==> src/rtl/fq_pkg.sv <==
package fq_pkg;

  ////////////////////////////////////////////////////////////////////////////
  // bus timing, ns and derived cycles at the reference clock
  localparam int CLK_PERIOD_NS = 50;
  localparam int T_WP_NS       = 35;  // least write-enable low time
  localparam int T_WPH_NS      = 20;  // least hold after write-enable rise
  localparam int T_ACC_NS      = 70;  // longest read access
  localparam int SYNC_STAGES   = 2;
  function automatic int ns2cyc(input int ns);
    int c;
    c = (ns + CLK_PERIOD_NS - 1) / CLK_PERIOD_NS;
    return (c < 1) ? 1 : c;
  endfunction
  localparam logic [3:0] WP_CYC   = 4'(ns2cyc(T_WP_NS));
  localparam logic [3:0] WPH_CYC  = 4'(ns2cyc(T_WPH_NS));
  localparam logic [3:0] RD_CYC   = 4'(ns2cyc(T_ACC_NS) + SYNC_STAGES + 1);
  localparam logic [3:0] CNT_ONE  = 4'h1;
  localparam logic [2:0] STEP_ONE = 3'h1;

  ////////////////////////////////////////////////////////////////////////////
  // command addresses and codes
  localparam logic [23:0] UNL1_W  = 24'h00_0555;
  localparam logic [23:0] UNL2_W  = 24'h00_02AA;
  localparam logic [23:0] UNL1_B  = 24'h00_0AAA;
  localparam logic [23:0] UNL2_B  = 24'h00_0555;
  localparam logic [23:0] QRY_W   = 24'h00_0055;
  localparam logic [23:0] QRY_B   = 24'h00_00AA;
  localparam logic [23:0] ZERO_A  = 24'h00_0000;
  localparam logic [15:0] D_UNL1  = 16'h00AA;
  localparam logic [15:0] D_UNL2  = 16'h0055;
  localparam logic [15:0] D_SEC   = 16'h0088;
  localparam logic [15:0] D_ID    = 16'h0090;
  localparam logic [15:0] D_EXIT0 = 16'h0000;
  localparam logic [15:0] D_QRY   = 16'h0098;
  localparam logic [15:0] D_RST   = 16'h00F0;
  localparam int          QA_MSB  = 22;     // word-mode query: bits 22..7 zero
  localparam int          QA_LSB  = 7;
  localparam logic [15:0] HI_BYTE = 16'hFF00;
  localparam logic [15:0] DQ_ALL  = 16'hFFFF;
  localparam logic [15:0] DQ_15   = 16'h8000;

  ////////////////////////////////////////////////////////////////////////////
  // expected query words, word addresses 10h..3Ch
  localparam logic [5:0] QT_BASE = 6'h10;
  localparam logic [5:0] QT_LAST = 6'h3C;
  localparam int         QT_N    = 45;
  localparam logic [15:0] QT [QT_N] = '{
    16'h0051, 16'h0052, 16'h0059, 16'h0002, 16'h0000, 16'h0040, 16'h0000,
    16'h0000, 16'h0000, 16'h0000, 16'h0000, 16'h0027, 16'h0036, 16'h0000,
    16'h0000, 16'h0003, 16'h0004, 16'h0009, 16'h0000, 16'h0005, 16'h0005,
    16'h0004, 16'h0000, 16'h0018, 16'h0002, 16'h0000, 16'h0006, 16'h0000,
    16'h0001, 16'h007F, 16'h0000, 16'h0000, 16'h0002, 16'h0000, 16'h0000,
    16'h0000, 16'h0000, 16'h0000, 16'h0000, 16'h0000, 16'h0000, 16'h0000,
    16'h0000, 16'h0000, 16'h0000};

  ////////////////////////////////////////////////////////////////////////////
  typedef enum logic [7:0] {
    OP_READ = 8'b0000_0001, OP_WRITE = 8'b0000_0010, OP_SEC_ENTER = 8'b0000_0100,
    OP_SEC_EXIT = 8'b0000_1000, OP_AUTOSEL = 8'b0001_0000, OP_QUERY = 8'b0010_0000,
    OP_RESET = 8'b0100_0000, OP_QCHECK = 8'b1000_0000
  } fq_op_t;

  typedef enum logic [4:0] {
    M_ARRAY = 5'b00001, M_SECURE = 5'b00010, M_IDENT = 5'b00100,
    M_QRY_ARR = 5'b01000, M_QRY_ID = 5'b10000
  } fq_mode_t;

  typedef enum logic [4:0] {
    PH_IDLE = 5'b00001, PH_ISSUE = 5'b00010, PH_PULSE = 5'b00100,
    PH_HOLD = 5'b01000, PH_RWAIT = 5'b10000
  } fq_phase_t;

  typedef struct packed {
    fq_op_t      op;
    logic [23:0] addr;   // word address, or byte address in byte mode except query checks, which take a word index
    logic [15:0] data;
  } fq_req_t;

  typedef struct packed {
    logic        last;
    logic        rd;
    logic [23:0] ext;
    logic [15:0] data;
  } fq_cyc_t;

  typedef struct packed {
    fq_phase_t   ph;
    fq_mode_t    mode;
    fq_op_t      op;
    logic [2:0]  step;
    logic [23:0] uaddr;
    logic [15:0] udata;
    logic [3:0]  cnt;
    logic        rd;
    logic        last;
    logic [22:0] addr;
    logic [15:0] dq_out;
    logic [15:0] dq_oe;
    logic        ce_n;
    logic        oe_n;
    logic        we_n;
    logic        ready;
    logic        done;
    logic        err;
    logic        mismatch;
    logic [15:0] rdata;
    logic [15:0] dq_s1;
    logic [15:0] dq_s2;
  } fq_state_t;

endpackage

==> src/rtl/fq_host.sv <==
// Summary of operation
// three unlock writes enter secure region
// four writes exit secure region to array
// secure mode allows reads and customer programming
// secure data appears at first_array_sector addresses
// secure mode held until exit command
// query 98h at 55h word, AAh byte
// word-mode query reads keep bits 22..7 zero
// reset leaves query entered from array
// query also accepted from identification mode
// reset from such query returns to identification
// words 10h-12h read 0051h 0052h 0059h
// words 13h,14h read 0002h,0000h
// words 15h,16h read 0040h,0000h
// words 17h-1Ah read zero
// words 1Bh,1Ch read 0027h,0036h
// words 1Dh,1Eh read zero
// typical timeouts 0003h,0004h,0009h,0000h
// maximum timeouts 0005h,0005h,0004h,0000h
// size 0018h, interface 0002h,0000h
// words 2Ah,2Bh read 0006h,0000h
// word 2Ch reads 0001h
// region one 007Fh,0,0,0002h; rest zero
// power-up or reset returns to array
// byte mode: doubled address, low byte
`timescale 1ns/1ps
module fq_host
  import fq_pkg::*;
(
  input  wire logic        i_ref_clk,
  input  wire logic        i_rst,
  input  wire logic        i_byte_mode,
  input  wire logic        i_req_valid,
  input  wire fq_req_t     i_req,
  output logic             o_ready,
  output logic             o_done,
  output logic             o_err,
  output logic             o_mismatch,
  output logic      [15:0] o_rdata,
  output fq_mode_t         o_mode,
  output logic      [22:0] o_addr,
  output logic      [15:0] o_dq_out,
  output logic      [15:0] o_dq_oe,
  input  wire logic [15:0] i_dq_in,
  output logic             o_ce_n,
  output logic             o_oe_n,
  output logic             o_we_n
);

  ////////////////////////////////////////////////////////////////////////////
  // command sequences as bus cycles
  function automatic fq_cyc_t cyc_of(input fq_op_t op, input logic [2:0] step,
                                     input logic bm, input logic [23:0] ua,
                                     input logic [15:0] ud);
    fq_cyc_t c;
    logic [23:0] u1;
    logic [23:0] u2;
    u1 = bm ? UNL1_B : UNL1_W;
    u2 = bm ? UNL2_B : UNL2_W;
    c  = '{last: 1'b1, rd: 1'b0, ext: ZERO_A, data: '0};
    case (op)
      OP_READ:   c = '{last: 1'b1, rd: 1'b1, ext: ua, data: '0};
      OP_WRITE:  c = '{last: 1'b1, rd: 1'b0, ext: ua, data: ud};
      OP_QCHECK: c = '{last: 1'b1, rd: 1'b1,
                       ext: bm ? {ua[22:0], 1'b0} : ua, data: '0};
      OP_QUERY:  c = '{last: 1'b1, rd: 1'b0, ext: bm ? QRY_B : QRY_W,
                       data: D_QRY};
      OP_RESET:  c = '{last: 1'b1, rd: 1'b0, ext: ZERO_A, data: D_RST};
      OP_SEC_ENTER, OP_SEC_EXIT, OP_AUTOSEL: begin
        case (step)
          3'd0:    c = '{last: 1'b0, rd: 1'b0, ext: u1, data: D_UNL1};
          3'd1:    c = '{last: 1'b0, rd: 1'b0, ext: u2, data: D_UNL2};
          3'd2:    c = '{last: op != OP_SEC_EXIT, rd: 1'b0, ext: u1,
                         data: (op == OP_SEC_ENTER) ? D_SEC : D_ID};
          default: c = '{last: 1'b1, rd: 1'b0, ext: ZERO_A, data: D_EXIT0};
        endcase
      end
      default:   c = '{last: 1'b1, rd: 1'b0, ext: ZERO_A, data: '0};
    endcase
    return c;
  endfunction

  function automatic fq_mode_t mode_after(input fq_op_t op, input fq_mode_t m);
    fq_mode_t r;
    r = m;
    case (op)
      OP_SEC_ENTER: r = M_SECURE;
      OP_SEC_EXIT:  r = M_ARRAY;
      OP_AUTOSEL:   r = (m == M_SECURE) ? m : M_IDENT;
      OP_QUERY:     r = (m == M_IDENT) ? M_QRY_ID : M_QRY_ARR;
      // secure mode ignores the reset command; only exit leaves it
      OP_RESET:     r = (m == M_QRY_ID) ? M_IDENT :
                        (m == M_SECURE) ? M_SECURE : M_ARRAY;
      default:      r = m;
    endcase
    return r;
  endfunction

  ////////////////////////////////////////////////////////////////////////////
  fq_state_t   s_r;
  fq_state_t   s_nxt;
  fq_cyc_t     cyc;
  logic [15:0] exp_word;
  logic [15:0] rd_val;

  fq_rom u_rom (
    .i_ref_clk (i_ref_clk),
    .i_widx    (s_r.uaddr[5:0]),
    .o_word    (exp_word)
  );

  always_comb begin
    cyc    = cyc_of(s_r.op, s_r.step, i_byte_mode, s_r.uaddr, s_r.udata);
    rd_val = i_byte_mode ? (s_r.dq_s2 & ~HI_BYTE) : s_r.dq_s2;
    s_nxt       = s_r;
    s_nxt.dq_s1 = i_dq_in;
    s_nxt.dq_s2 = s_r.dq_s1;
    s_nxt.done  = 1'b0;
    s_nxt.err   = 1'b0;
    case (s_r.ph)
      PH_IDLE: begin
        if (i_req_valid && s_r.ready) begin
          s_nxt.op    = i_req.op;
          s_nxt.uaddr = i_req.addr;
          s_nxt.udata = i_req.data;
          s_nxt.step  = '0;
          // query only from array read or identification
          if (i_req.op == OP_QUERY && !(s_r.mode == M_ARRAY || s_r.mode == M_IDENT)) begin
            s_nxt.err  = 1'b1;
            s_nxt.done = 1'b1;
          end else begin
            s_nxt.ready = 1'b0;
            s_nxt.ph    = PH_ISSUE;
          end
        end
      end
      PH_ISSUE: begin
        s_nxt.rd    = cyc.rd;
        s_nxt.last  = cyc.last;
        s_nxt.ce_n  = 1'b0;
        s_nxt.addr  = i_byte_mode ? cyc.ext[23:1] : cyc.ext[22:0];
        if (!i_byte_mode && cyc.rd && (s_r.mode == M_QRY_ARR || s_r.mode == M_QRY_ID)) begin
          s_nxt.addr[QA_MSB:QA_LSB] = '0;
        end
        s_nxt.dq_out = cyc.data;
        s_nxt.dq_oe  = cyc.rd ? '0 : DQ_ALL;
        if (i_byte_mode) begin
          s_nxt.dq_out[15] = cyc.ext[0];
          s_nxt.dq_oe      = s_nxt.dq_oe | DQ_15;
        end
        s_nxt.ph   = cyc.rd ? PH_RWAIT : PH_PULSE;
        s_nxt.oe_n = !cyc.rd;
        s_nxt.cnt  = cyc.rd ? RD_CYC : WP_CYC;
      end
      PH_PULSE: begin
        s_nxt.we_n = 1'b0;
        s_nxt.cnt  = s_r.cnt - CNT_ONE;
        if (s_r.cnt == CNT_ONE && !s_r.we_n) begin
          s_nxt.we_n = 1'b1;
          s_nxt.ph   = PH_HOLD;
          s_nxt.cnt  = WPH_CYC;
        end else if (s_r.we_n) begin
          s_nxt.cnt = s_r.cnt;
        end
      end
      PH_HOLD, PH_RWAIT: begin
        s_nxt.cnt = s_r.cnt - CNT_ONE;
        if (s_r.cnt == CNT_ONE) begin
          s_nxt.ce_n  = 1'b1;
          s_nxt.oe_n  = 1'b1;
          s_nxt.dq_oe = '0;
          if (s_r.ph == PH_RWAIT) begin
            s_nxt.rdata = rd_val;
            if (s_r.op == OP_QCHECK) begin
              s_nxt.mismatch = (rd_val != exp_word);
            end
          end
          if (s_r.last) begin
            s_nxt.ph    = PH_IDLE;
            s_nxt.done  = 1'b1;
            s_nxt.ready = 1'b1;
            s_nxt.mode  = mode_after(s_r.op, s_r.mode);
          end else begin
            s_nxt.step = s_r.step + STEP_ONE;
            s_nxt.ph   = PH_ISSUE;
          end
        end
      end
      default: s_nxt.ph = PH_IDLE;
    endcase
  end

  always_ff @(posedge i_ref_clk or posedge i_rst) begin
    if (i_rst) begin
      s_r       <= '0;
      s_r.ph    <= PH_IDLE;
      s_r.mode  <= M_ARRAY;
      s_r.op    <= OP_READ;
      s_r.ce_n  <= 1'b1;
      s_r.oe_n  <= 1'b1;
      s_r.we_n  <= 1'b1;
      s_r.ready <= 1'b1;
    end else begin
      s_r <= s_nxt;
    end
  end

  assign o_ready    = s_r.ready;
  assign o_done     = s_r.done;
  assign o_err      = s_r.err;
  assign o_mismatch = s_r.mismatch;
  assign o_rdata    = s_r.rdata;
  assign o_mode     = s_r.mode;
  assign o_addr     = s_r.addr;
  assign o_dq_out   = s_r.dq_out;
  assign o_dq_oe    = s_r.dq_oe;
  assign o_ce_n     = s_r.ce_n;
  assign o_oe_n     = s_r.oe_n;
  assign o_we_n     = s_r.we_n;
endmodule // fq_host

==> src/rtl/fq_rom.sv <==
`timescale 1ns/1ps
module fq_rom
  import fq_pkg::*;
(
  input  wire logic        i_ref_clk,
  input  wire logic [5:0]  i_widx,
  output logic      [15:0] o_word
);
  // registered read keeps the comparator path short
  always_ff @(posedge i_ref_clk) begin
    if (i_widx >= QT_BASE && i_widx <= QT_LAST) begin
      o_word <= QT[6'(i_widx - QT_BASE)];
    end else begin
      o_word <= '0;
    end
  end
endmodule // fq_rom

==> config.mk <==
export PLATFORM = sky130hd
export DESIGN_NAME = fq_host
export DESIGN_NICKNAME = d
export VERILOG_FILES = /design/src/rtl/fq_pkg.sv /design/src/rtl/fq_host.sv /design/src/rtl/fq_rom.sv
export SDC_FILE = /design/constraint.sdc
export NUM_CORES = 1
export LEC_CHECK = 0
export ABC_AREA = 0
export BUFFER_PORTS_ARGS = -buffer_cell sky130_fd_sc_hd__clkbuf_2
export CORE_ASPECT_RATIO = 0.9
export CORE_MARGIN = 5
export CORE_UTILIZATION = 30
export DETAILED_ROUTE_END_ITERATION = 16
export HOLD_SLACK_MARGIN = 0.06
export PLACE_DENSITY = 0.53
export SLEW_MARGIN = 5
export SYNTH_ARGS = -nofsm -noshare
export SYNTH_HDL_FRONTEND = slang
export SYNTH_SLANG_ARGS = --single-unit
==> constraint.sdc <==
create_clock -name i_ref_clk -period 10.72 [get_ports i_ref_clk]
set_input_delay 1.072 -clock i_ref_clk [delete_from_list [all_inputs] [get_ports i_ref_clk]]
set_output_delay 1.072 -clock i_ref_clk [all_outputs]
set_load 0.02 [all_outputs]
Word-level counts from Yosys, hierarchy flattened
Memory sizes are Yosys's and may differ from the RTL's. A register that Yosys moved wholly into a read port is not among the register bits.
Cells that the tools add are included.
- ROM bits: 1024
- register bits: 176
- input bits: 68
- logic and storage cells: 133
- output and inout port bits: 83
- memory bits (writable): 0
- bits in latches: 0
- memories: 1
- multipliers: 0
- div/mod/pow operators: 0
- shift operators: 0
- add/subtract/negate cells: 3
- muxes and demuxes: 44
- magnitude comparators: 2
- bitwise logic cells: 1
- eq/ne operators: 32
- reduce and logical (&&, ||, !) cells: 29
- memories (name ; depth ; width ; read ports ; clocked after memory_dff ; wr ports ; RTL line ; RTL):
    (name not given) ; 64 ; 16 ; 1 ; 1 ; 0 ; fq_rom.sv:12 ; o_word <= QT[6'(i_widx - QT_BASE)];
- operator list (kind ; number):
    $pmux 42 s6 ; 1
    $pmux 42 s3 ; 1
    $mux 16 ; 4
    $mux 43 ; 1
    $mux 5 ; 8
    $pmux 18 s2 ; 1
    $pmux 5 s5 ; 1
    $mux 24 ; 1
    $mux 23 ; 1
    $pmux 5 s4 ; 1
    $mux 18 ; 1
    $eq 8x6->1 const B ; 2
    $ne 16x16->1 ; 1
    $mux 3 ; 5
    $ne 2x2->1 const B ; 7
    $mux 12 ; 1
    $pmux 4 s3 ; 1
    $reduce_and 4->1 ; 3
    $mux 11 ; 1
    $eq 5x1->1 const B ; 2
    $eq 5x2->1 const B ; 2
    $eq 5x3->1 const B ; 2
    $eq 5x4->1 const B ; 2
    $eq 5x5->1 const B ; 2
    other kinds (37) ; 59

Longest topological paths before layout
Gate-level depths: netlist (run 1).
- depth in word-level cells: 7
- mapped depth: 8
- depth with buffers taken out: 7

Cells and area by module
Synthesis (run 1) repeated with hierarchy kept, for this count alone.
- cells, all modules: 771
- area total of the unflattened synthesis: 8468.1 um^2
- modules (own cells, without submodules) (module ; cells each ; seq. area each (um^2) ; instances ; area an instance (um^2)):
    fq_host ; 693 ; 4062.6 ; 1 ; 7813.7
    fq_rom ; 78 ; 140.1 ; 1 ; 654.4

Worst setup path before layout (run 1)
Ideal clock, no wire load.
- path kind: input to register
- from: input i_req[43] (netlist bit)
- to: register s_r, in the netlist o_ready
- arrival: 2.041 ns
- setup time: 0.065 ns
- slack: 8.615 ns
- buffers on the path: 0
- cell stages on the path: 5
- required time: 10.655 ns
- cells stage by stage: nor4b_1 > o211ai_1 > o211ai_1 > o21ai_0 > nand2_1
- word-level cells in the longest chain between the ends: 4
- ends and longest elaborated chain (what ; RTL line ; RTL):
    start, declared ; fq_host.sv:34 ; input wire fq_req_t i_req,
    $eq 8x6->1 ; fq_host.sv:128 ; if (i_req.op == OP_QUERY && !(s_r.mode == M_ARRAY || s_r.mode == M_IDENT)) begin
    $logic_and 1x1->1 ; fq_host.sv:128 ;
    $ne 2x2->1 (no source line) ; - ;
    $reduce_and 5->1 (no source line) ; - ;
    end signal, assigned ; fq_host.sv:204 ; s_r <= s_nxt;
    end, declared ; fq_host.sv:100 ; fq_state_t s_r;
No other way between the ends.
A chain may end at the register's enable or synchronous reset.

Worst setup path after layout (run 1)
- from: register s_r[160] (netlist bit)
- to: register s_r, in the netlist o_addr[7]
- word-level cells in the longest chain between the ends: 6
- elaborated cells between the ends (all ways): 14
- those cells by class: eq/ne: 8; mux: 3; reduce/logical: 3
- ends and longest elaborated chain (what ; RTL line ; RTL):
    $eq 8x3->1 (tied with other cells) ; fq_host.sv:61 ; case (op)
    $reduce_or 3->1 ; fq_host.sv:61 ;
    $pmux 42 s6 * ; fq_host.sv:61 ;
    $logic_and 1x1->1 (2 in series) ; fq_host.sv:142 ; if (!i_byte_mode && cyc.rd && (s_r.mode == M_QRY_ARR || s_r.mode == M_QRY_ID)) begin
    $mux 16 * ; fq_host.sv:142 ;
Mark *: on every way between the ends. The rest lies on a longest branch, timed or not.

==> Implementation_results.wiki, run 1 <==
{| class="wikitable"
! Metric !! Value
|-
| Status || complete, no violations
|-
| Data required time of the worst path || roughly 11 ns
|-
| Residual overflow from global routing || 0
|-
| # Max-Cap Violations || 0
|-
| Total setup buffers inserted after CTS || 0
|-
| Maximum number of pins on one net before global-route repair || a little under 100
|-
| Die width || around 180 um
|-
| Via-per-instance ratio || roughly 4.7
|-
| Standard-cell rows || 56
|-
| Class of the tightest hold or removal check || reg -> reg
|-
| Initial antenna violation count || 0
|-
| Cell count after synthesis || 717
|-
| Clock slew at the register clock pins of the worst setup and hold paths || 0.07 ns
|-
| Core outline area || 26100 um2
|-
| CTS max path bufs || 2
|-
| Category of the worst setup path launch point || register
|-
| Pin slew with the least headroom to its limit || 1.09 ns
|-
| Sequential cell area fraction in the yosys report || between 50% and 60%
|-
| Final Cycle Share || 25.1%
|-
| # setup viols final || 0
|-
| Crit path time final || ~2.7 ns
|-
| Critical Path Slowest Stage Cell || sky130_fd_sc_hd__a21oi_1
|-
| Number of flops mapped to enable cells by yosys || 0
|-
| Detailed-router iteration count before antenna repair || 5
|-
| CTS tree || built
|-
| Critical Setup Path Class || reg -> reg
|-
| DRC violation count after routing || 0
|-
| Global-route wire length before repair || 30400 um
|-
| Category of the worst setup path capture point || register
|-
| Vertical extent of the die || roughly 160 um
|-
| Number of vias after detailed routing || ~5300
|-
| Net Switching || just over 900 uW
|-
| Peak supply drop || 0.111 mV
|-
| Number of storage elements in the synthesis netlist || roughly 170
|-
| Top FF cell, synth || sky130_fd_sc_hd__dfrtp_1
|-
| Total routed wirelength || 19000 um
|-
| Count of endpoints failing hold in the final timing report || 0
|-
| Max-slew headroom at the worst pin || 26.8%
|-
| Detailed Place HPWL || roughly 14000 um
|-
| Detail Route Antenna Nets || 0
|-
| Number of CTS-inserted buffers || 17
|-
| Skew final || 0.0104 ns
|-
| NumNets Final || 863
|-
| Final Max Slew Viols || 0
|-
| Sequential power share || 42.0%
|-
| Placed inst area || 8450 um2
|-
| Cell at the root of the clock tree || sky130_fd_sc_hd__clkbuf_16
|-
| Crit path arrival time || 3.03 ns
|-
| Clock network fraction of total power || 26.2%
|-
| Number of hold buffers added after CTS || 0
|-
| Average cell area after synthesis || ~11 um2
|-
| Average wire length per cell after detail routing || 16.6 um
|-
| Clk_lat worst skew || roughly 0.42 ns
|-
| Design Area, Final || 9050 um2
|-
| Share of total power in combinational logic || 31.8%
|-
| Number of clock sinks seen by CTS || 169
|-
| Share of flip-flops with an asynchronous set or reset || 95.9%
|-
| Post-cts gate resize count || 0
|-
| All-layer global routing usage || between 10% and 20%
|-
| Number of different library cells in the post-synthesis netlist || 70
|-
| Pwr/cell area || between 200 and 300 nW/um2
|-
| Slowest Stage Delay on Critical Path || between 0.8 and 0.9 ns
|-
| Switching power share of the total || between 30% and 40%
|-
| Maximum operating frequency || about 0.37 GHz
|-
| Leakage power summed over all cells || 0.00410 uW
|-
| Total Die Area || around 30000 um2
|-
| Depth of the CTS H-tree || 4
|-
| Critical Path, Cell by Cell || nor4_4, nand4b_1, a21oi_1, nand2_2, a22oi_1
|-
| Cell-internal power || about 1500 uW
|-
| Synthesis Warnings || 0
|-
| Initial core utilization || 30.5%
|-
| N_diodes || 0
|-
| Number of nets in the synthesized netlist || 797
|-
| Number of design-rule violations left by the first detailed-router iteration || 341
|-
| Vias in the first global route || 5355
|-
| Cell area after synthesis || 7950 um2
|-
| Area Growth Syn to Fin || 13.9%
|-
| Max FO, Critical Path || 11
|-
| Summed negative setup slack over all endpoints || 0 ns
|-
| Unrepaired setup endpoints after global routing || no
|-
| Final GP Congestion || 0.778
|-
| Num ports || approximately 150
|-
| Count of port buffers added during placement || 150
|-
| Layout cell share with drive strength beyond 1 || between 30% and 40%
|}
per-stage QoR:
step / util (%) / hold slack [ns] / cells / total power (uW) / setup slack (ns)
finish: 34.7 / 0.348 / 1144 / 2420 / 8.03
global route: 34.7 / 0.354 / 1144 / 2590 / 7.74
CTS: 34.7 / 0.345 / 1144 / 2460 / 7.99
detailed placement: 32.4 / 0.335 / 1112 / 1810 / 7.90
global placement: 32.4 / 0.334 / 1112 / 1800 / 7.93
floorplan: - / 0.331 / 717 / 1670 / 5.28
flip-flops by register name, summed over array words and instances (netlist names), 2 cells and up:
signal,count
o_addr,23
o_dq_oe,2
o_dq_out,16
o_mode,5
o_rdata,16
s_nxt,16
s_r,77
u_rom.o_word,7
path summary, 6_finish.rpt:
kind / endpoint / startpoint / slack [ns] / cells past startpoint
max in group asynchronous: s_r[133]$_DFFE_PP0P_ / i_rst / 8.49 / 3
hold reg to reg: s_r[14]$_DFF_PP0_ / s_nxt[14]$_DFF_PP0_ / 0.35 / 0
setup reg to reg: o_addr[7]$_DFFE_PP0P_ / s_r[160]$_DFFE_PP0P_ / 8.03 / 5
hold / removal: s_r[14]$_DFF_PP0_ / s_nxt[14]$_DFF_PP0_ / 0.35 / 0
setup / recovery: o_addr[7]$_DFFE_PP0P_ / s_r[160]$_DFFE_PP0P_ / 8.03 / 5
min in group asynchronous: o_dq_out[11]$_DFFE_PP0P_ / i_rst / 0.82 / 2
layer usage:
| metal | global-route usage, % | up-vias | part of all wire, % |
|---|---|---|---|
| li1 | - | 2592 | - |
| met1 | 18.3 | 2597 | 48 |
| met2 | 20.1 | 126 | 46 |
| met3 | 3.48 | 11 | 5.1 |
| met4 | 2.97 | 0 | 0.87 |
| met5 | 0 | - | 0 |
cells by family after synthesis:
group / count (synthesis) / share of synthesized area [%]
AOI/OAI and AO/OA: 135 / 11.3
buffers and inverters: 119 / 9.82
DFF: 169 / 52.9
xor gates and xnor gates: 17 / 1.87
muxes: 62 / 8.75
and+or+nand+nor: 203 / 13.5
adders and majority gates: 12 / 1.89
power by group through the flow:
| stage | clock [uW] | combinational, uW | sequential [uW] |
|---|---|---|---|
| 3_3_place_gp | 0 | 771 | 1030 |
| 3_5_place_dp | 0 | 781 | 1030 |
| 4_1_cts | 653 | 784 | 1020 |
| 5_1_grt | 681 | 860 | 1050 |
| 6_report | 634 | 770 | 1020 |
| 2_1_floorplan | 0 | 715 | 952 |
cell usage after synthesis (13+ instances only):
cell	count	area share, %
sky130_fd_sc_hd__a21oi_1	22	1.4
sky130_fd_sc_hd__a22oi_1	29	2.7
sky130_fd_sc_hd__buf_4	87	8.2
sky130_fd_sc_hd__clkbuf_1	13	0.61
sky130_fd_sc_hd__dfrtp_1	155	49
sky130_fd_sc_hd__mux2_2	58	8.2
sky130_fd_sc_hd__nand2_1	74	3.5
sky130_fd_sc_hd__nand3_1	21	1.3
sky130_fd_sc_hd__nor2_1	44	2.1
sky130_fd_sc_hd__o21ai_0	29	1.8
sky130_fd_sc_hd__o21ai_1	13	0.82
critical path: cells and delay by family (launching register included):
family | cells | cell delay, ns
flip-flops | 1 | 0.47
AND/OR/NAND/NOR | 3 | 1.00
AO/OA/AOI/OAI | 2 | 1.13
cell usage in the layout (no fill, tap or decap), types with 5 or more instances in the layout:
cell,instances
sky130_fd_sc_hd__a21oi_1,22
sky130_fd_sc_hd__a221oi_1,5
sky130_fd_sc_hd__a22oi_1,29
sky130_fd_sc_hd__a31oi_1,6
sky130_fd_sc_hd__buf_4,5
sky130_fd_sc_hd__clkbuf_16,17
sky130_fd_sc_hd__clkbuf_2,150
sky130_fd_sc_hd__dfrtp_1,155
sky130_fd_sc_hd__dfstp_2,7
sky130_fd_sc_hd__dfxtp_1,7
sky130_fd_sc_hd__ha_1,12
sky130_fd_sc_hd__inv_1,10
sky130_fd_sc_hd__inv_6,6
sky130_fd_sc_hd__mux2_2,58
sky130_fd_sc_hd__nand2_1,74
sky130_fd_sc_hd__nand2b_1,10
sky130_fd_sc_hd__nand3_1,20
sky130_fd_sc_hd__nand4b_1,8
sky130_fd_sc_hd__nor2_1,44
sky130_fd_sc_hd__nor4_1,6
sky130_fd_sc_hd__o21ai_0,29
sky130_fd_sc_hd__o21ai_1,13
sky130_fd_sc_hd__xnor2_1,12
sky130_fd_sc_hd__xor2_1,5
area by class of cell:
class | instances | area (um2)
sequential | 169 | 4200
timing repair buffer | 155 | 788
tap | 348 | 435
clock buffer | 19 | 453
multi-input combinational | 429 | 2970
clock inverter | 13 | 153
fill | 2665 | 17000
inverter | 11 | 46.3
Note: power is estimated with default switching activity, not from simulation.
==> inputs of run 2 (changes only) <==
==> constraint.sdc (replaced) <==
create_clock -name i_ref_clk -period 2.76 [get_ports i_ref_clk]
set_input_delay 0.276 -clock i_ref_clk [delete_from_list [all_inputs] [get_ports i_ref_clk]]
set_output_delay 0.276 -clock i_ref_clk [all_outputs]
set_load 0.02 [all_outputs]
==> Implementation_results.wiki, run 2 (synthesized netlist as in run 1, its figures left out) <==
{| class="wikitable"
! Metric !! Value
|-
| Count of port buffers added during placement || 150 (unchanged)
|-
| All-layer global routing usage || 13.2% (+0.22 points)
|-
| Initial antenna violation count || 0 (unchanged)
|-
| N_diodes || 0 (unchanged)
|-
| Placed inst area || 8610 um2 (+1.9%)
|-
| Most common cell after layout, fill and taps aside || sky130_fd_sc_hd__dfrtp_1
|-
| Pin slew with the least headroom to its limit || 0.713 ns (-0.375 ns)
|-
| Final Max Slew Viols || 0 (unchanged)
|-
| Vias in the first global route || 5504 (+2.8%)
|-
| Number of design-rule violations left by the first detailed-router iteration || 339 (-0.59%)
|-
| Leakage power summed over all cells || 0.00428 uW (+4.3%)
|-
| Total placed cells including tap cells || 1127 (+1.3%)
|-
| Layout cell share with drive strength beyond 1 || 34.4% (+0.15 points)
|-
| R2R cell count || 5 (unchanged)
|-
| Total setup buffers inserted after CTS || 0 (unchanged)
|-
| Number of hold buffers added after CTS || 24 (+24)
|-
| Crit path time final || 2.19 ns (-0.507 ns)
|-
| Register with the highest flop count || s_r
|-
| Worst hold stages || 2 (+2)
|-
| Worst hold margin || 0.0818 ns (-0.266 ns)
|-
| Depth of the CTS H-tree || 4 (unchanged)
|-
| CTS tree || built
|-
| Number of CTS-inserted buffers || 17 (unchanged)
|-
| Non-filler instance count after layout || 1184 (+3.5%)
|-
| Die width || 182 um (unchanged)
|-
| Global routing usage on met1 || 18.7% (+0.35 points)
|-
| Num ports || 151 (unchanged)
|-
| Total Die Area || 29900 um2 (unchanged)
|-
| Status || complete, no violations
|-
| Final critical-path setup slack || 0.574 ns (-7.45 ns)
|-
| Final GP Congestion || 0.781 (+0.33%)
|-
| Via-per-instance ratio || 4.58 (-1.5%)
|-
| DRC violation count after routing || 0 (unchanged)
|-
| Clock slew at the register clock pins of the worst setup and hold paths || 0.07 ns (about the same)
|-
| Clk_lat worst skew || 0.42 ns (about the same)
|-
| # setup viols final || 0 (unchanged)
|-
| Worst r2r dst || o_addr[9]$_DFFE_PP0P_
|-
| Maximum operating frequency || 0.457 GHz (+23%)
|-
| Class of the tightest hold or removal check || in -> reg
|-
| Max reg flops || 77 (unchanged)
|-
| CTS max path bufs || 2 (unchanged)
|-
| Commonest cells after routing, fill and taps aside || sky130_fd_sc_hd__dfrtp_1, sky130_fd_sc_hd__clkbuf_2, sky130_fd_sc_hd__nand2_1
|-
| Reg-to-reg setup timing slack || 0.57 ns (-7.45 ns)
|-
| NumNets Final || 903 (+4.6%)
|-
| Met2 Use GR || 20.8% (+0.78 points)
|-
| Max-slew headroom at the worst pin || 52.5% (+26 points)
|-
| Detailed-router iteration count before antenna repair || 4 (-1)
|-
| Standard-cell rows || 56 (unchanged)
|-
| Max FO, Critical Path || 16 (+5)
|-
| Category of the worst setup path launch point || register
|-
| Category of the worst setup path capture point || register
|-
| Hold-critical path endpoint || s_r[123]$_DFFE_PP0P_
|-
| Pwr/cell area || 1010 nW/um2 (+280%)
|-
| Summed negative setup slack over all endpoints || 0 ns (unchanged)
|-
| Cell at the root of the clock tree || sky130_fd_sc_hd__clkbuf_16
|-
| Initial core utilization || 30.5% (unchanged)
|-
| Detailed Place HPWL || 14200 um (+5.3%)
|-
| Data required time of the worst path || 3.04 ns (-8.02 ns)
|-
| GRT met3 Usage || 3.46% (-0.022 points)
|-
| # Max-Cap Violations || 0 (unchanged)
|-
| HP Start || i_req[7]
|-
| Count of endpoints failing hold in the final timing report || 0 (unchanged)
|-
| Core outline area || 26100 um2 (unchanged)
|-
| Unrepaired setup endpoints after global routing || no
|-
| Global-route wire length before repair || 31200 um (+2.7%)
|-
| Crit path arrival time || 2.46 ns (-0.57 ns)
|-
| Post-cts gate resize count || 0 (unchanged)
|-
| Design Area, Final || 9470 um2 (+4.6%)
|-
| Critical Setup Path Class || reg -> reg
|-
| Most used routing layer in global routing || met2
|-
| Pre-CTS setup slack || 0.590 ns (-7.31 ns)
|-
| Peak supply drop || 0.385 mV (+250%)
|-
| Count of filler cells inserted in the layout || 2625 (-1.5%)
|-
| Vertical extent of the die || 164 um (unchanged)
|-
| Final Cycle Share || 79.2% (+54 points)
|-
| Residual overflow from global routing || 0 (unchanged)
|-
| Detail Route Antenna Nets || 0 (unchanged)
|-
| Average wire length per cell after detail routing || 16.4 um (-1.3%)
|-
| Number of vias after detailed routing || 5428 (+1.9%)
|-
| Skew final || 0.0113 ns (+0.000932 ns)
|-
| Maximum number of pins on one net before global-route repair || 56 (-43%)
|-
| Beginning of the worst register-to-register path || s_r[163]$_DFFE_PP0P_
|-
| Area Growth Syn to Fin || 19.1%
|-
| Total routed wirelength || 19400 um (+2.2%)
|-
| Number of clock sinks seen by CTS || 169 (unchanged)
|}
## run 2: worst max path at each step
stage / endpoint / depth (start not counted) / slack (ns) / start
after floorplan: o_addr[0]$_DFFE_PP0P_ / 1 / 0.43 / i_rst
after global placement: o_addr[9]$_DFFE_PP0P_ / 5 / 0.65 / s_r[160]$_DFFE_PP0P_
after detailed placement: o_addr[7]$_DFFE_PP0P_ / 5 / 0.59 / s_r[160]$_DFFE_PP0P_
after CTS: o_addr[9]$_DFFE_PP0P_ / 5 / 0.57 / s_r[163]$_DFFE_PP0P_
after global routing: o_addr[10]$_DFFE_PP0P_ / 5 / 0.40 / s_r[163]$_DFFE_PP0P_
final: o_addr[9]$_DFFE_PP0P_ / 5 / 0.57 / s_r[163]$_DFFE_PP0P_
## run 2: worst max-delay path: stages (launching register included)
cell                      delay (ns)
sky130_fd_sc_hd__dfrtp_1        0.47
sky130_fd_sc_hd__nor4_4         0.41
sky130_fd_sc_hd__nand2_2        0.16
sky130_fd_sc_hd__o21ai_2        0.39
sky130_fd_sc_hd__a31o_2         0.46
sky130_fd_sc_hd__a22oi_1        0.15
## run 2: where the power goes
group          switching [uW]  leakage (uW)  internal [uW]  total (uW)
Sequential                774       0.00206           3190        3960
Combinational            1780       0.00193           1310        3090
Clock                    1100      0.000286           1370        2470
Total                    3650       0.00428           5870        9520
## run 2: layout make-up
cell class / count / area, um2 / share of cell area (%)
flip-flops and latches: 169 / 4200 / 44.4
multi-input cells: 429 / 2970 / 31.4
repair buffers: 195 / 1200 / 12.7
well taps: 348 / 435 / 4.60
clock buffers: 17 / 425 / 4.49
clock inverters: 15 / 184 / 1.94
inverters: 11 / 45.0 / 0.476
## run 2: stage by stage
stage	total power (uW)	utilization, %
CTS	9660	36.3
detailed placement	7110	33.0
global route	10100	36.3
floorplan	6470	-
finish	9520	36.3
global placement	7050	33.0
## run 2: metal layers
metal  vias to the layer above  wire length, um
met4                         0               82
met1                      2642             9260
met3                         4              784
met2                       108             9290
met5                         -                0
li1                       2674                -
==> inputs of run 3 (changes only) <==
--- a/config.mk
+++ b/config.mk
@@ -5,14 +5,14 @@
 export SDC_FILE = /design/constraint.sdc
 export NUM_CORES = 1
 export LEC_CHECK = 0
-export ABC_AREA = 0
+export ABC_AREA = 1
 export BUFFER_PORTS_ARGS = -buffer_cell sky130_fd_sc_hd__clkbuf_2
 export CORE_ASPECT_RATIO = 0.9
 export CORE_MARGIN = 5
 export CORE_UTILIZATION = 30
 export DETAILED_ROUTE_END_ITERATION = 16
 export HOLD_SLACK_MARGIN = 0.06
-export PLACE_DENSITY = 0.53
+export PLACE_DENSITY = 0.55
 export SLEW_MARGIN = 5
 export SYNTH_ARGS = -nofsm -noshare
 export SYNTH_HDL_FRONTEND = slang
==> constraint.sdc (replaced) <==
create_clock -name i_ref_clk -period 1.9 [get_ports i_ref_clk]
set_input_delay 0.19 -clock i_ref_clk [delete_from_list [all_inputs] [get_ports i_ref_clk]]
set_output_delay 0.19 -clock i_ref_clk [all_outputs]
set_load 0.02 [all_outputs]
==> Implementation_results.wiki, run 3 <==
{| class="wikitable"
! Metric !! Value
|-
| Clock slew at the register clock pins of the worst setup and hold paths || 0.07 ns (about the same)
|-
| Detail Route Antenna Nets || 0 (unchanged)
|-
| Detailed Place HPWL || 16500 um (+16%)
|-
| Share of total power in combinational logic || 36.4% (+4.0 points)
|-
| Detailed-router iteration count before antenna repair || 5 (+1)
|-
| Initial antenna violation count || 1 (+1)
|-
| Total Die Area || 32500 um2 (+8.8%)
|-
| Standard-cell rows || 59 (+5.4%)
|-
| Global-route wire length before repair || 37400 um (+20%)
|-
| Critical Path, Cell by Cell || inv_1, nor4_4, nand3_4, buf_12, nor2_1, a21oi_2
|-
| Via-per-instance ratio || 4.54 (-0.93%)
|-
| Number of different library cells in the post-synthesis netlist || 39 (-44%)
|-
| Final critical-path setup slack || 0.0612 ns (-0.513 ns)
|-
| Average cell area after synthesis || 8.12 um2 (-27%)
|-
| All-layer global routing usage || 14.4% (+1.2 points)
|-
| Number of flops mapped to enable cells by yosys || 0 (unchanged)
|-
| Final GP Congestion || 0.847 (+8.5%)
|-
| Most frequent cell after synthesis || sky130_fd_sc_hd__nand2_1
|-
| Register with the highest flop count || s_r
|-
| Max reg flops || 77 (unchanged)
|-
| Leakage power summed over all cells || 0.00556 uW (+30%)
|-
| Pwr/cell area || 1340 nW/um2 (+34%)
|-
| Clk_lat worst skew || 0.43 ns (about the same)
|-
| Number of clock sinks seen by CTS || 169 (unchanged)
|-
| Count of endpoints failing hold in the final timing report || 0 (unchanged)
|-
| Average wire length per cell after detail routing || 14.3 um (-13%)
|-
| Sequential power share || 38.1% (-3.5 points)
|-
| Crit path time final || 1.84 ns (-0.347 ns)
|-
| Number of design-rule violations left by the first detailed-router iteration || 475 (+40%)
|-
| Maximum number of pins on one net before global-route repair || 84 (+50%)
|-
| Initial core utilization || 30.3% (-0.22 points)
|-
| Top cells by area in the synthesized netlist || sky130_fd_sc_hd__dfrtp_1, sky130_fd_sc_hd__nand2_1, sky130_fd_sc_hd__buf_4
|-
| Final Cycle Share || 96.8% (+18 points)
|-
| Status || complete, no violations
|-
| Buffering stage count on the worst path with inverters included || 2 (+2)
|-
| NumNets Final || 1301 (+44%)
|-
| Skew final || 0.00817 ns (-0.00315 ns)
|-
| Synthesis Warnings || 0 (unchanged)
|-
| CTS tree || built
|-
| Clock network fraction of total power || 25.6% (-0.3 points)
|-
| Count of port buffers added during placement || 150 (unchanged)
|-
| Num ports || 151 (unchanged)
|-
| Residual overflow from global routing || 0 (unchanged)
|-
| Final Max Slew Viols || 0 (unchanged)
|-
| Cell-internal power || 8780 uW (+49%)
|-
| Critical Path Slowest Stage Cell || sky130_fd_sc_hd__dfstp_2
|-
| Area Growth Syn to Fin || 23.8%
|-
| CTS max path bufs || 2 (unchanged)
|-
| Cell taking the most area after synthesis || sky130_fd_sc_hd__dfrtp_1
|-
| Sequential cell area fraction in the yosys report || 48.4% (-4.5 points)
|-
| Vias in the first global route || 6966 (+27%)
|-
| Worst hold margin || 0.0805 ns (-0.00134 ns)
|-
| Commonest cells after routing, fill and taps aside || sky130_fd_sc_hd__nand2_1, sky130_fd_sc_hd__dfrtp_1, sky130_fd_sc_hd__clkbuf_2
|-
| Peak supply drop || 0.728 mV (+89%)
|-
| Number of CTS-inserted buffers || 17 (unchanged)
|-
| Max-slew headroom at the worst pin || 63.0% (+11 points)
|-
| Power after layout || 14500 uW (+52%)
|-
| Most common cell after layout, fill and taps aside || sky130_fd_sc_hd__nand2_1
|-
| Category of the worst setup path launch point || register
|-
| Net Switching || 5670 uW (+56%)
|-
| Cell at the root of the clock tree || sky130_fd_sc_hd__clkbuf_16
|-
| Share of flip-flops with an asynchronous set or reset || 95.9% (unchanged)
|-
| # Max-Cap Violations || 0 (unchanged)
|-
| Total routed wirelength || 23000 um (+18%)
|-
| Number of vias after detailed routing || 7267 (+34%)
|-
| Layout cell share with drive strength beyond 1 || 22.2% (-12 points)
|-
| Cell area after synthesis || 8690 um2 (+9.4%)
|-
| Crit path arrival time || 2.15 ns (-0.31 ns)
|-
| Data required time of the worst path || 2.21 ns (-0.83 ns)
|-
| Vertical extent of the die || 171 um (+4.3%)
|-
| Switching power share of the total || 39.2% (+0.95 points)
|-
| # setup viols final || 0 (unchanged)
|-
| Depth of the CTS H-tree || 4 (unchanged)
|-
| Maximum operating frequency || 0.544 GHz (+19%)
|-
| Top post-synthesis cells by count || sky130_fd_sc_hd__nand2_1, sky130_fd_sc_hd__dfrtp_1, sky130_fd_sc_hd__inv_1, sky130_fd_sc_hd__nand3_1, sky130_fd_sc_hd__nor2_1
|-
| Cell count after synthesis || 1071 (+49%)
|-
| Pin slew with the least headroom to its limit || 0.555 ns (-0.158 ns)
|-
| Class of the tightest hold or removal check || in -> reg
|-
| Die width || 189 um (+4.3%)
|-
| Core outline area || 28700 um2 (+10%)
|-
| Slowest Stage Delay on Critical Path || 0.54 ns (+0.07 ns)
|-
| Category of the worst setup path capture point || register
|-
| Top cell family by delay on the critical path || simple AND/OR/NAND/NOR gates
|-
| Number of nets in the synthesized netlist || 1151 (+44%)
|-
| Critical Setup Path Class || reg -> reg
|-
| Number of storage elements in the synthesis netlist || 169 (unchanged)
|-
| Top FF cell, synth || sky130_fd_sc_hd__dfrtp_1
|-
| Pre-CTS setup slack || 0.0813 ns (-0.508 ns)
|-
| DRC violation count after routing || 0 (unchanged)
|-
| Share of Yosys cell area claimed by the top area cell type || 44.6% (-4.2 points)
|-
| Max FO, Critical Path || 83 (+67)
|}
-- run 3: changes by cell type after synthesis, moves of 28 or more --
| cell | change |
|---|---|
| sky130_fd_sc_hd__inv_1 | +99 |
| sky130_fd_sc_hd__a22oi_1 | -28 |
| sky130_fd_sc_hd__nor2_1 | +53 |
| sky130_fd_sc_hd__nand3_1 | +82 |
| sky130_fd_sc_hd__nand2_1 | +171 |
| sky130_fd_sc_hd__mux2_2 | -58 |
-- run 3: layout make-up --
cell class	instances	area (um2)
Timing Repair Buffer	247	1730
Tap cell	366	458
Clock buffer	20	447
Sequential cell	169	4200
Fill cell	2887	18000
Clock inverter	11	171
Inverter	118	447
Antenna cell	1	2.50
Multi-Input combinational cell	668	3310
-- run 3: timing repair --
action                                  CTS  global route
buffers inserted                          0             5
endpoints found under the setup margin    0            16
gates resized for setup                   0             7
hold buffers                             65             0
hold endpoints to repair                110             0
-- run 3: power groups by stage --
stage / combinational (uW) / sequential (uW) / clock, uW
3_5_place_dp: 5150 / 5550 / 0
3_3_place_gp: 5140 / 5520 / 0
4_1_cts: 5280 / 5500 / 3810
5_1_grt: 5910 / 5660 / 3960
2_1_floorplan: 4330 / 5310 / 0
6_report: 5260 / 5500 / 3700
-- run 3: logic make-up after synthesis --
| kind of cell | Yosys count | synth area share [%] |
|---|---|---|
| xor gates and xnor gates | 8 | 0.806 |
| buffers and inverters | 234 | 14.0 |
| adders and majority gates | 12 | 1.73 |
| DFF | 169 | 48.4 |
| AOI/OAI and AO/OA | 153 | 10.5 |
| and+or+nand+nor | 495 | 24.7 |
-- run 3: per-layer routing --
layer / vias up / track usage [%] / share of wire [%]
li1: 3675 / - / -
met1: 3365 / 20.5 / 49
met2: 200 / 21.6 / 43
met3: 27 / 4.02 / 6.6
met4: 0 / 4.12 / 1.6
met5: - / 0 / 0
-- run 3: per-stage QoR --
step | cells | instance area, um2 | setup TNS [ns] | utilization [%]
after detailed placement | 1498 | 9430 | 0 | 32.8
final | 1600 | 10800 | 0 | 37.5
after floorplan | 1071 | 8700 | -52.87 | -
after global routing | 1600 | 10800 | -0.0603 | 37.5
after global placement | 1498 | 9430 | 0 | 32.8
after CTS | 1594 | 10700 | 0 | 37.3
-- run 3: path summary, 6_finish.rpt --
path | to | depth (start not counted) | start | slack [ns]
min reg2reg | s_r[9]$_DFF_PP0_ | 0 | s_nxt[9]$_DFF_PP0_ | 0.34
min in group asynchronous | s_nxt[6]$_DFF_PP0_ | 3 | i_rst | 0.30
min | o_err$_DFF_PP0_ | 3 | i_req_valid | 0.08
max in group asynchronous | o_ce_n$_DFFE_PP1P_ | 4 | i_rst | 0.97
max | s_r[139]$_DFFE_PP0P_ | 6 | s_r[172]$_DFFE_PP1P_ | 0.06
max reg2reg | s_r[139]$_DFFE_PP0P_ | 6 | s_r[172]$_DFFE_PP1P_ | 0.06
-- run 3: worst reg2reg max path, delay by kind of cell (launching register included) --
family	cells	cell delay [ns]
flops	1	0.54
compound gates	1	0.05
buf+inv	2	0.33
simple gates	3	0.80
